$ cat src/core/bsc_consts.svh
// Offsets, field positions, reset values and timing figures of the system controller
`ifndef BSC_CONSTS_SVH
`define BSC_CONSTS_SVH

// ==========================================================
// Register offsets
`define BSC_KEY_CTRL_OFS 8'h60
`define BSC_REPEAT_INT_OFS 8'h61
`define BSC_KEY_FLAG_OFS 8'h62
`define BSC_PATTERN_LO_OFS 8'h64
`define BSC_PATTERN_HI_OFS 8'h65
`define BSC_SYS_PWR_OFS 8'h70
`define BSC_PWR_SRC_OFS 8'h71
`define BSC_SUMMARY_OFS 8'h90
`define BSC_LAMPS_OFS 8'ha0
`define BSC_FRONT_OFS 8'ha1
`define BSC_RESTART_OFS 8'ha2

// ==========================================================
// Field positions
`define BSC_KC_INPUT_EN 0
`define BSC_KC_PRESS_EN 1
`define BSC_KC_RELEASE_EN 2
`define BSC_KC_REPEAT_EN 3
`define BSC_KC_PSWITCH_EN 4
`define BSC_KF_PRESS 1
`define BSC_KF_RELEASE 2
`define BSC_KF_REPEAT 3
`define BSC_KF_PSWITCH 4
`define BSC_SUM_KEY 2
`define BSC_RC_RESTART 0
`define BSC_RC_SCOPE 1

// ==========================================================
// Reset values
`define BSC_KEY_CTRL_RST 8'h20
`define BSC_REPEAT_INT_RST 8'h01
`define BSC_SYS_PWR_RST 1'b1
`define BSC_PWR_SRC_RST 1'b1
`define BSC_FRONT_RST 1'b1
`define BSC_RESTART_RST 8'h02

// ==========================================================
// Timing
`define BSC_CLK_PERIOD_NS 10
`define BSC_SAMPLE_MS 10
`define BSC_SAMPLE_CYCLES ((`BSC_SAMPLE_MS * 1000000) / `BSC_CLK_PERIOD_NS)
`define BSC_PWR_HOLD_MS 2000
`define BSC_PWR_HOLD_TICKS ((`BSC_PWR_HOLD_MS + `BSC_SAMPLE_MS - 1) / `BSC_SAMPLE_MS)
`define BSC_REPEAT_BASE_MS 100
`define BSC_REPEAT_STEP_MS 50
`define BSC_STABLE_SAMPLES 3

`endif

$ cat src/core/bsc_pkg.sv
// Types shared by the system controller register bank
package bsc_pkg;

  typedef enum logic [1:0] {
    BSC_PWR_OFF = 2'b00,
    BSC_PWR_ON = 2'b01,
    BSC_PWR_HOLD = 2'b11
  } bsc_pwr_state_t;

  typedef struct packed {
    logic [7:0] addr;
    logic [7:0] wdata;
    logic wr;
    logic rd;
  } bsc_bus_req_t;

endpackage : bsc_pkg

$ cat src/core/bsc_regs.sv
// System controller register bank: keys, power, lamps, front light, restart
//
// Functional notes
// Key held unchanged for repeat interval sets repeat flag; interrupt if enabled
// Repeat flag stays set until host writes 0 while it reads 1
// Power switch held 2 s sets power switch flag; interrupt if enabled
// Power switch flag clears only on host write 0 while set
// Several keys pressed set all pattern bits and the press event
// Pattern change while keys held raises a new press event
// Releasing held keys raises the release event
// Pattern keeps the states from just before a release
// Key summary bit D2 is 1 while any key or switch flag is 1
// Key summary bit clears on host write 0 while it reads 1
// Power summary bit always reads 0
// While powered off, 2 s switch press turns system power on
// System power bit drives power, resets to 1, host write 0 turns off
// DIP switch on keeps system powered from controller power up
// Off source bit: 0 host turns off, 1 switch press turns off
// Lamp register bits 7..0 drive lamps eight to one
// Lamps show firmware version pattern after power up
// Front light bit 0 on, 1 off, resets to 1
// Restart control register is a byte at its own offset
// Keys sampled every 10 ms, accepted after three equal samples
// Key on sets press flag, key off sets release flag
// Writing 1 to restart bit restarts the system
// Scope bit selects reset switch reach, register resets to 0x02
// Interrupt request high while any flag and its enable are 1
// Reserved bits read 0 and ignore writes
//
// The plain strobed port was decided locally.
`timescale 1ns/1ns
`include "bsc_consts.svh"
`default_nettype none

module bsc_regs #(
  parameter int unsigned SAMPLE_CYCLES = `BSC_SAMPLE_CYCLES,
  parameter logic [7:0] FW_VERSION = 8'h01 // Arbitrary value
) (
  input wire logic core_clk,
  input wire logic nrst,
  input wire bsc_pkg::bsc_bus_req_t bus_req,
  output logic [7:0] rdata,
  input wire logic [6:0] key_in,
  input wire logic power_switch_in,
  input wire logic dip_power_in,
  output logic irq,
  output logic system_power_on,
  output logic [7:0] indicator_lamp_n,
  output logic front_light_off,
  output logic system_restart,
  output logic switch_reset_scope,
  output logic [15:0] key_pattern
);

  // ==========================================================
  // State
  typedef struct packed {
    logic [1:0] dip_fill;
    logic dip_done;
    logic [31:0] tick_cnt;
    logic tick;
    logic [6:0] samp0;
    logic [6:0] samp1;
    logic [6:0] stable;
    logic [6:0] pattern;
    logic [7:0] rep_cnt;
    logic [7:0] hold_cnt;
    bsc_pkg::bsc_pwr_state_t pwr_state;
    logic [7:0] key_ctrl;
    logic [7:0] repeat_int;
    logic press_flag;
    logic release_flag;
    logic repeat_flag;
    logic pswitch_flag;
    logic summary_flag;
    logic pwr_src;
    logic [7:0] lamps;
    logic front;
    logic scope;
    logic restart_bit;
    logic restart_pulse;
    logic irq;
    logic [7:0] rdata;
  } bsc_state_t;

  bsc_state_t st_reg;
  bsc_state_t st_next;

  // ==========================================================
  // Helpers
  function automatic logic [15:0] map_pattern(input logic [6:0] k);
    map_pattern = {5'h00, k[6], 1'b0, k[5], 3'h0, k[4:0]};
  endfunction : map_pattern

  // Lowest set bit of the interval register wins; zero disables repeat
  function automatic logic [7:0] repeat_ticks(input logic [7:0] r);
    repeat_ticks = 8'h00;
    for (int i = 7; i >= 0; i--) begin
      if (r[i]) begin
        repeat_ticks = 8'((`BSC_REPEAT_BASE_MS + `BSC_REPEAT_STEP_MS * i) / `BSC_SAMPLE_MS);
      end
    end
  endfunction : repeat_ticks

  logic wr_hit;
  logic pressed;
  logic released;
  logic [7:0] rep_limit;
  logic sw_done;
  logic rep_hit;
  logic [15:0] pat_map;
  logic [6:0] key_sync;
  logic pwr_sync;
  logic dip_sync;

  // ==========================================================
  // Pin synchronisers
  bsc_sync #(.WIDTH(7)) key_syncer (
    .core_clk(core_clk),
    .nrst(nrst),
    .pin_in(key_in),
    .pin_sync(key_sync)
  );

  bsc_sync #(.WIDTH(1)) pwr_syncer (
    .core_clk(core_clk),
    .nrst(nrst),
    .pin_in(power_switch_in),
    .pin_sync(pwr_sync)
  );

  bsc_sync #(.WIDTH(1)) dip_syncer (
    .core_clk(core_clk),
    .nrst(nrst),
    .pin_in(dip_power_in),
    .pin_sync(dip_sync)
  );

  always_comb begin
    st_next = st_reg;
    wr_hit = bus_req.wr;
    pressed = 1'b0;
    released = 1'b0;
    rep_limit = repeat_ticks(st_reg.repeat_int);
    sw_done = 1'b0;
    rep_hit = 1'b0;
    pat_map = map_pattern(st_reg.pattern);
    st_next.dip_fill = {st_reg.dip_fill[0], 1'b1};

    // ==========================================================
    // Sample tick and debounce
    st_next.tick = 1'b0;
    if (st_reg.tick_cnt >= SAMPLE_CYCLES - 1) begin
      st_next.tick_cnt = 32'h0000_0000;
      st_next.tick = 1'b1;
    end else begin
      st_next.tick_cnt = st_reg.tick_cnt + 32'h0000_0001;
    end

    if (st_reg.tick) begin
      st_next.samp0 = key_sync;
      st_next.samp1 = st_reg.samp0;
      if (st_reg.key_ctrl[`BSC_KC_INPUT_EN] && key_sync == st_reg.samp0 &&
          st_reg.samp0 == st_reg.samp1 && key_sync != st_reg.stable) begin
        st_next.stable = key_sync;
        // Any key on or a new held combination counts as a press
        pressed = |(key_sync & ~st_reg.stable) ||
                  (|key_sync && |st_reg.stable);
        released = |(~key_sync & st_reg.stable);
        // All-released keeps the last held combination visible
        if (|key_sync) begin
          st_next.pattern = key_sync;
        end
        st_next.rep_cnt = 8'h00;
      end else if (|st_reg.stable && rep_limit != 8'h00) begin
        if (st_reg.rep_cnt + 8'h01 >= rep_limit) begin
          st_next.rep_cnt = 8'h00;
          rep_hit = 1'b1;
        end else begin
          st_next.rep_cnt = st_reg.rep_cnt + 8'h01;
        end
      end

      // ==========================================================
      // Power switch hold timer
      if (pwr_sync) begin
        if (st_reg.hold_cnt < 8'(`BSC_PWR_HOLD_TICKS)) begin
          st_next.hold_cnt = st_reg.hold_cnt + 8'h01;
          sw_done = (st_reg.hold_cnt + 8'h01 == 8'(`BSC_PWR_HOLD_TICKS));
        end
      end else begin
        st_next.hold_cnt = 8'h00;
      end
    end

    // ==========================================================
    // Power state
    case (st_reg.pwr_state)
      bsc_pkg::BSC_PWR_OFF: begin
        if (sw_done) begin
          st_next.pwr_state = bsc_pkg::BSC_PWR_HOLD;
        end
      end
      bsc_pkg::BSC_PWR_ON: begin
        if (sw_done && st_reg.pwr_src) begin
          st_next.pwr_state = bsc_pkg::BSC_PWR_OFF;
        end
      end
      bsc_pkg::BSC_PWR_HOLD: begin
        // The press that switched power on must end before it can switch it off
        if (!pwr_sync) begin
          st_next.pwr_state = bsc_pkg::BSC_PWR_ON;
        end
      end
      default: begin
        st_next.pwr_state = bsc_pkg::BSC_PWR_OFF;
      end
    endcase

    // Strap is read once, after the synchroniser has filled
    if (!st_reg.dip_done && st_reg.dip_fill[1]) begin
      st_next.dip_done = 1'b1;
      if (!dip_sync) begin
        st_next.pwr_state = bsc_pkg::BSC_PWR_OFF;
      end
    end

    // ==========================================================
    // Register writes; sticky flags: a write 0 clears, hardware set wins
    st_next.restart_pulse = 1'b0;
    if (wr_hit) begin
      case (bus_req.addr)
        `BSC_KEY_CTRL_OFS: st_next.key_ctrl = {2'b00, bus_req.wdata[5:0]};
        `BSC_REPEAT_INT_OFS: st_next.repeat_int = bus_req.wdata;
        `BSC_KEY_FLAG_OFS: begin
          if (!bus_req.wdata[`BSC_KF_PRESS]) begin
            st_next.press_flag = 1'b0;
          end
          if (!bus_req.wdata[`BSC_KF_RELEASE]) begin
            st_next.release_flag = 1'b0;
          end
          if (!bus_req.wdata[`BSC_KF_REPEAT]) begin
            st_next.repeat_flag = 1'b0;
          end
          if (!bus_req.wdata[`BSC_KF_PSWITCH]) begin
            st_next.pswitch_flag = 1'b0;
          end
        end
        `BSC_SUMMARY_OFS: begin
          if (!bus_req.wdata[`BSC_SUM_KEY]) begin
            st_next.summary_flag = 1'b0;
          end
        end
        `BSC_SYS_PWR_OFS: begin
          if (!bus_req.wdata[0]) begin
            st_next.pwr_state = bsc_pkg::BSC_PWR_OFF;
          end
        end
        `BSC_PWR_SRC_OFS: st_next.pwr_src = bus_req.wdata[0];
        `BSC_LAMPS_OFS: st_next.lamps = bus_req.wdata;
        `BSC_FRONT_OFS: st_next.front = bus_req.wdata[0];
        `BSC_RESTART_OFS: begin
          st_next.restart_bit = bus_req.wdata[`BSC_RC_RESTART];
          st_next.restart_pulse = bus_req.wdata[`BSC_RC_RESTART];
          st_next.scope = bus_req.wdata[`BSC_RC_SCOPE];
        end
        default: begin
        end
      endcase
    end

    // Hardware sets after the clears so an event in a clear cycle survives
    if (pressed) begin
      st_next.press_flag = 1'b1;
    end
    if (released) begin
      st_next.release_flag = 1'b1;
    end
    if (sw_done) begin
      st_next.pswitch_flag = 1'b1;
    end
    if (rep_hit) begin
      st_next.repeat_flag = 1'b1;
    end
    if (st_reg.press_flag || st_reg.release_flag || st_reg.repeat_flag ||
        st_reg.pswitch_flag || pressed || released || rep_hit || sw_done) begin
      st_next.summary_flag = 1'b1;
    end

    st_next.irq = (st_next.press_flag && st_reg.key_ctrl[`BSC_KC_PRESS_EN]) ||
                  (st_next.release_flag && st_reg.key_ctrl[`BSC_KC_RELEASE_EN]) ||
                  (st_next.repeat_flag && st_reg.key_ctrl[`BSC_KC_REPEAT_EN]) ||
                  (st_next.pswitch_flag && st_reg.key_ctrl[`BSC_KC_PSWITCH_EN]);

    // ==========================================================
    // Read data, valid in the cycle after the strobe only
    st_next.rdata = 8'h00;
    if (bus_req.rd) begin
      case (bus_req.addr)
        `BSC_KEY_CTRL_OFS: st_next.rdata = st_reg.key_ctrl;
        `BSC_REPEAT_INT_OFS: st_next.rdata = st_reg.repeat_int;
        `BSC_KEY_FLAG_OFS: st_next.rdata = {3'h0, st_reg.pswitch_flag, st_reg.repeat_flag,
                                            st_reg.release_flag, st_reg.press_flag, 1'b0};
        `BSC_PATTERN_LO_OFS: st_next.rdata = pat_map[7:0];
        `BSC_PATTERN_HI_OFS: st_next.rdata = pat_map[15:8];
        `BSC_SUMMARY_OFS: st_next.rdata = {5'h00, st_reg.summary_flag, 2'b00};
        `BSC_SYS_PWR_OFS: st_next.rdata = {7'h00, st_reg.pwr_state != bsc_pkg::BSC_PWR_OFF};
        `BSC_PWR_SRC_OFS: st_next.rdata = {7'h00, st_reg.pwr_src};
        `BSC_LAMPS_OFS: st_next.rdata = st_reg.lamps;
        `BSC_FRONT_OFS: st_next.rdata = {7'h00, st_reg.front};
        `BSC_RESTART_OFS: st_next.rdata = {6'h00, st_reg.scope, st_reg.restart_bit};
        default: st_next.rdata = 8'h00;
      endcase
    end
  end

  // ==========================================================
  // State register
  always_ff @(posedge core_clk or negedge nrst) begin
    if (!nrst) begin
      st_reg <= '0;
      st_reg.pwr_state <= bsc_pkg::BSC_PWR_ON;
      st_reg.key_ctrl <= `BSC_KEY_CTRL_RST;
      st_reg.repeat_int <= `BSC_REPEAT_INT_RST;
      st_reg.pwr_src <= `BSC_PWR_SRC_RST;
      st_reg.lamps <= FW_VERSION;
      st_reg.front <= `BSC_FRONT_RST;
      st_reg.scope <= 1'(`BSC_RESTART_RST >> `BSC_RC_SCOPE);
    end else begin
      st_reg <= st_next;
    end
  end

  // ==========================================================
  // Outputs
  assign rdata = st_reg.rdata;
  assign irq = st_reg.irq;
  // Bit 0 of the state code is high in both powered states
  assign system_power_on = st_reg.pwr_state[0];
  assign indicator_lamp_n = st_reg.lamps;
  assign front_light_off = st_reg.front;
  assign system_restart = st_reg.restart_pulse;
  assign switch_reset_scope = st_reg.scope;
  assign key_pattern = map_pattern(st_reg.pattern);

endmodule : bsc_regs

// ==========================================================
// Two-flop synchroniser for pins from outside the clock domain
module bsc_sync #(
  parameter int unsigned WIDTH = 1
) (
  input wire logic core_clk,
  input wire logic nrst,
  input wire logic [WIDTH-1:0] pin_in,
  output logic [WIDTH-1:0] pin_sync
);

  typedef struct packed {
    logic [WIDTH-1:0] stage1;
    logic [WIDTH-1:0] stage2;
  } bsc_sync_state_t;

  bsc_sync_state_t st_reg;
  bsc_sync_state_t st_next;

  // Only the second stage is read, so a metastable first stage never fans out
  always_comb begin
    st_next.stage1 = pin_in;
    st_next.stage2 = st_reg.stage1;
  end

  always_ff @(posedge core_clk or negedge nrst) begin
    if (!nrst) begin
      st_reg <= '0;
    end else begin
      st_reg <= st_next;
    end
  end

  assign pin_sync = st_reg.stage2;

endmodule : bsc_sync

`default_nettype wire

$ cat config.mk
export PLATFORM = sky130hd
export DESIGN_NAME = bsc_regs
export DESIGN_NICKNAME = d
export VERILOG_FILES = /design/src/core/bsc_pkg.sv /design/src/core/bsc_regs.sv
export VERILOG_INCLUDE_DIRS = /design/src /design/src/core
export SDC_FILE = /design/constraint.sdc
export NUM_CORES = 1
export LEC_CHECK = 0
export BUFFER_PORTS_ARGS = -buffer_cell sky130_fd_sc_hd__clkbuf_2
export CAP_MARGIN = 20
export CORE_MARGIN = 5
export CORE_UTILIZATION = 50
export DETAILED_ROUTE_END_ITERATION = 6
export GPL_TIMING_DRIVEN = 0
export PLACE_DENSITY = 0.8
export SYNTH_ARGS = -nofsm -noshare
export SYNTH_HDL_FRONTEND = slang
export SYNTH_SLANG_ARGS = --single-unit
$ cat constraint.sdc
create_clock -name core_clk -period 2.54 [get_ports core_clk]
set_input_delay 0.762 -clock core_clk [delete_from_list [all_inputs] [get_ports core_clk]]
set_output_delay 0.762 -clock core_clk [all_outputs]
set_load 0.005 [all_outputs]
==> flow_summary.ini <==
[run_status]
run_status = finished, final reports clean

[global_routing]
grt_first_pass_wirelength_mm = 24.4
globalRoute.totalOverflow = 0
grt_max_degree = 99
antenna_found_initial = 0
globalRouteTotalUtil_pct = 18.7
first_global_vias = 5141

[cts]
path_clk_slew_ps = 60
tritoncts.num_buffers = 17
clkSinkCount = 141
cts.hold.buffers_added = 0
ctsLongestPathBuffers = 2
cts_tree = done
clk_root_buffer_cell = clkbuf_16
cts-htree-levels = 4
insertion_delay_ps = 420

[cells_and_area]
synthToLayoutAreaGrowth_pct = 18.3
nets = 783
drive_gt1_share_pct = 26.1
max_ffs_per_register = 94
instances_no_fill = 919
antenna-diode-count = 0
filler_cell_count = 1102
finalCoreUtilization_pct = 60.5

[setup_path]
cp_capture_type = register
critPathLaunch = key_syncer.pin_sync[5]
timing.critical_path.fanout_max = 8
worstReg2RegEnd = key_pattern[10]
cpMostUsedCell = or3_1
rrSetupSlack_ps = 110
crit-reg2reg-launch = key_syncer.pin_sync[5]
worst_setup_path_start_kind = register
worst-r2r-cell-count = 7
crit_arrival_ps = 2730
critical_path_destination = key_pattern[10]
timing.setup.critical_path_class = reg2reg
critical_path.cell_chain = or3_1 > a222oi_1 > nand4_1 > buf_4 > or3_1 > clkbuf_1 > a22o_1
crit_slowest_cell = dfrtp_1
cpPeakStageDelay_ps = 480
worst-endpoint-required_ps = 2840

[die]
ios = 66
core.rowCount = 42
die_w_microns = 126
die_h_microns = 126
core_area_sq_um = 13200
die-area_sq_um = 16000
start_util_pct = 51.2

[place]
globalplace.congestion = 0.882
buffer_ports.inserted = 54
place_inst = 885
hpwl_mm = 10.2
pre_cts_ws_ps = -322

[synthesis]
synth.area.top_cells = dfrtp_1 49%, mux2_2 6.5%, ha_1 4.4%
synth_most_common_cell = dfrtp_1
ys_top_cells_by_count = 134 x dfrtp_1, 71 x nand2_1, 42 x nor2_1, 39 x mux2_2, 32 x buf_4
post_synth_instance_area_sq_um = 6780
sequential_area_share_after_synthesis_pct = 52.2
synth_top_cell_by_area = dfrtp_1
synthDominantCellAreaShare_pct = 49.5
synth_warnings = 0
async_reset_ff_share_pct = 100
number_of_register_bits_inferred_by_synthesis = 141
synth-edff-count = 0
synth.distinct_cells = 66
synth_top_flop_cell = dfrtp_1
synthesis.area_per_instance_sq_um = 10.7
syn-instance-count = 634

[pwr]
power-per-cell-area_nw_per_um2 = 632
power.switching_mw = 1.12
switch_share_pct = 22.1
power.leakage_nw = 3.66
total_power_mw = 5.07
power.internal_mw = 3.95
power.share.clock_pct = 47.2
p_comb_share_pct = 5.9
sequentialPowerShare_pct = 47.0
vdd_drop_max_mv = 0.464

[routing]
detail_route.wirelength_mm = 14.3
drt_drc_violations_left = 0
drt-pass1-iter-count = 5
drt-initial-drc-count = 459
route.detailed.vias_per_inst = 5.50
drt.antenna.violating_nets = 0
route.detailed.wl_per_inst_microns = 15.6
routed-via-count = 5059

[sta]
setup-violations-final = 0
worstMarginPinSlew_ps = 871
timing.clock.skew_ps = 13.0
final.hold.worst_slack_ps = 261
layout_worst_path_cycle_share_pct = 95.6
rel_slew_slack_pct = 41.3
final_hold_fails = 0
finalWorstSetupSlack_ps = 111
fmaxAchievable_mhz = 412
finalMaxSlewViolations = 0
unrepaired_setup_endpoints_after_global_routing = true
period_minus_slack_ps = 2430

[worst_hold_path]
min_path_type = in2async

[run]
drv_cap = 0
[power by group through the flow]
stage | clock (mW) | sequential, mW | combinational (mW)
final | 2.39 | 2.38 | 0.296
after global routing | 2.53 | 2.39 | 0.341
after CTS | 2.44 | 2.38 | 0.291
after detailed placement | 0 | 2.42 | 0.288
after global placement | 0 | 2.41 | 0.271
after floorplan | 0 | 2.40 | 0.166
[worst min-delay path by stage]
stage | startpoint | endpoint | slack [ps] | cells past startpoint
after floorplan | dip_syncer.st_next[0] | dip_syncer.pin_sync | 330 | 0
after global placement | st_next[124] | st_reg[124] | 330 | 0
after detailed placement | key_syncer.st_next[6] | key_syncer.pin_sync[6] | 330 | 0
after CTS | nrst | st_reg[55] | 260 | 1
after global routing | nrst | st_reg[55] | 280 | 1
final | nrst | st_reg[55] | 260 | 1
[cells in the final DEF (no fill, tap or decap), types with 14 or more instances in the layout]
cell type,netlist,routed
clkbuf_16,0,17
conb_1,2,22
a22o_1,14,14
buf_4,32,34
nor3_1,16,16
nand2_1,71,71
dfrtp_1,134,133
nand3_1,26,26
nor2_1,42,42
o21ai_0,27,25
clkbuf_2,0,54
inv_1,27,26
mux2_2,39,39
ha_1,24,23
[worst max-delay path, delay by kind of cell, from the launching register on]
kind / cells / cell delay (ps)
and+or+nand+nor: 3 / 850
AOI/OAI and AO/OA: 2 / 610
buffers and inverters: 2 / 370
DFF: 1 / 480
[cell type report]
class	count	area, sq um	area share (%)
Clock buffer	23	468	5.84
Timing Repair Buffer	57	322	4.01
Inverter	27	101	1.26
Clock inverter	9	111	1.39
Sequential cell	141	3540	44.1
Multi-Input combinational cell	440	2960	36.9
Buffer	46	302	3.76
Tap cell	176	220	2.75
[metal layers]
layer	GRT usage (%)	vias to the layer above	wire (microns)
li1	-	2405	-
met2	31.0	146	7190
met1	23.0	2475	6030
met3	4.46	33	726
met5	0	-	0
met4	8.96	0	352
[cells by family after synthesis]
group	after synthesis	share of synthesized area, %
and+or+nand+nor	228	16.9
DFF	141	52.2
AOI/OAI and AO/OA	105	11.1
buffers and inverters	73	5.93
muxes	40	6.63
adders and majority gates	24	4.43
xor gates and xnor gates	21	2.71
other	2	0.111
[stage by stage]
step           TNS [ps]  area [sq um]
2_1_floorplan         0          6850
3_3_place_gp    -195140          7340
3_5_place_dp      -5130          7380
4_1_cts               0          7960
5_1_grt           -44.1          8020
6_report              0          8020
[repair_timing]
action | in CTS | in global routing
hold endpoints to repair | 0 | 0
setup buffers | 0 | 2
gates resized for setup | 0 | 14
setup endpoints to repair | 0 | 33
Note: power is estimated with default switching activity, not from simulation.
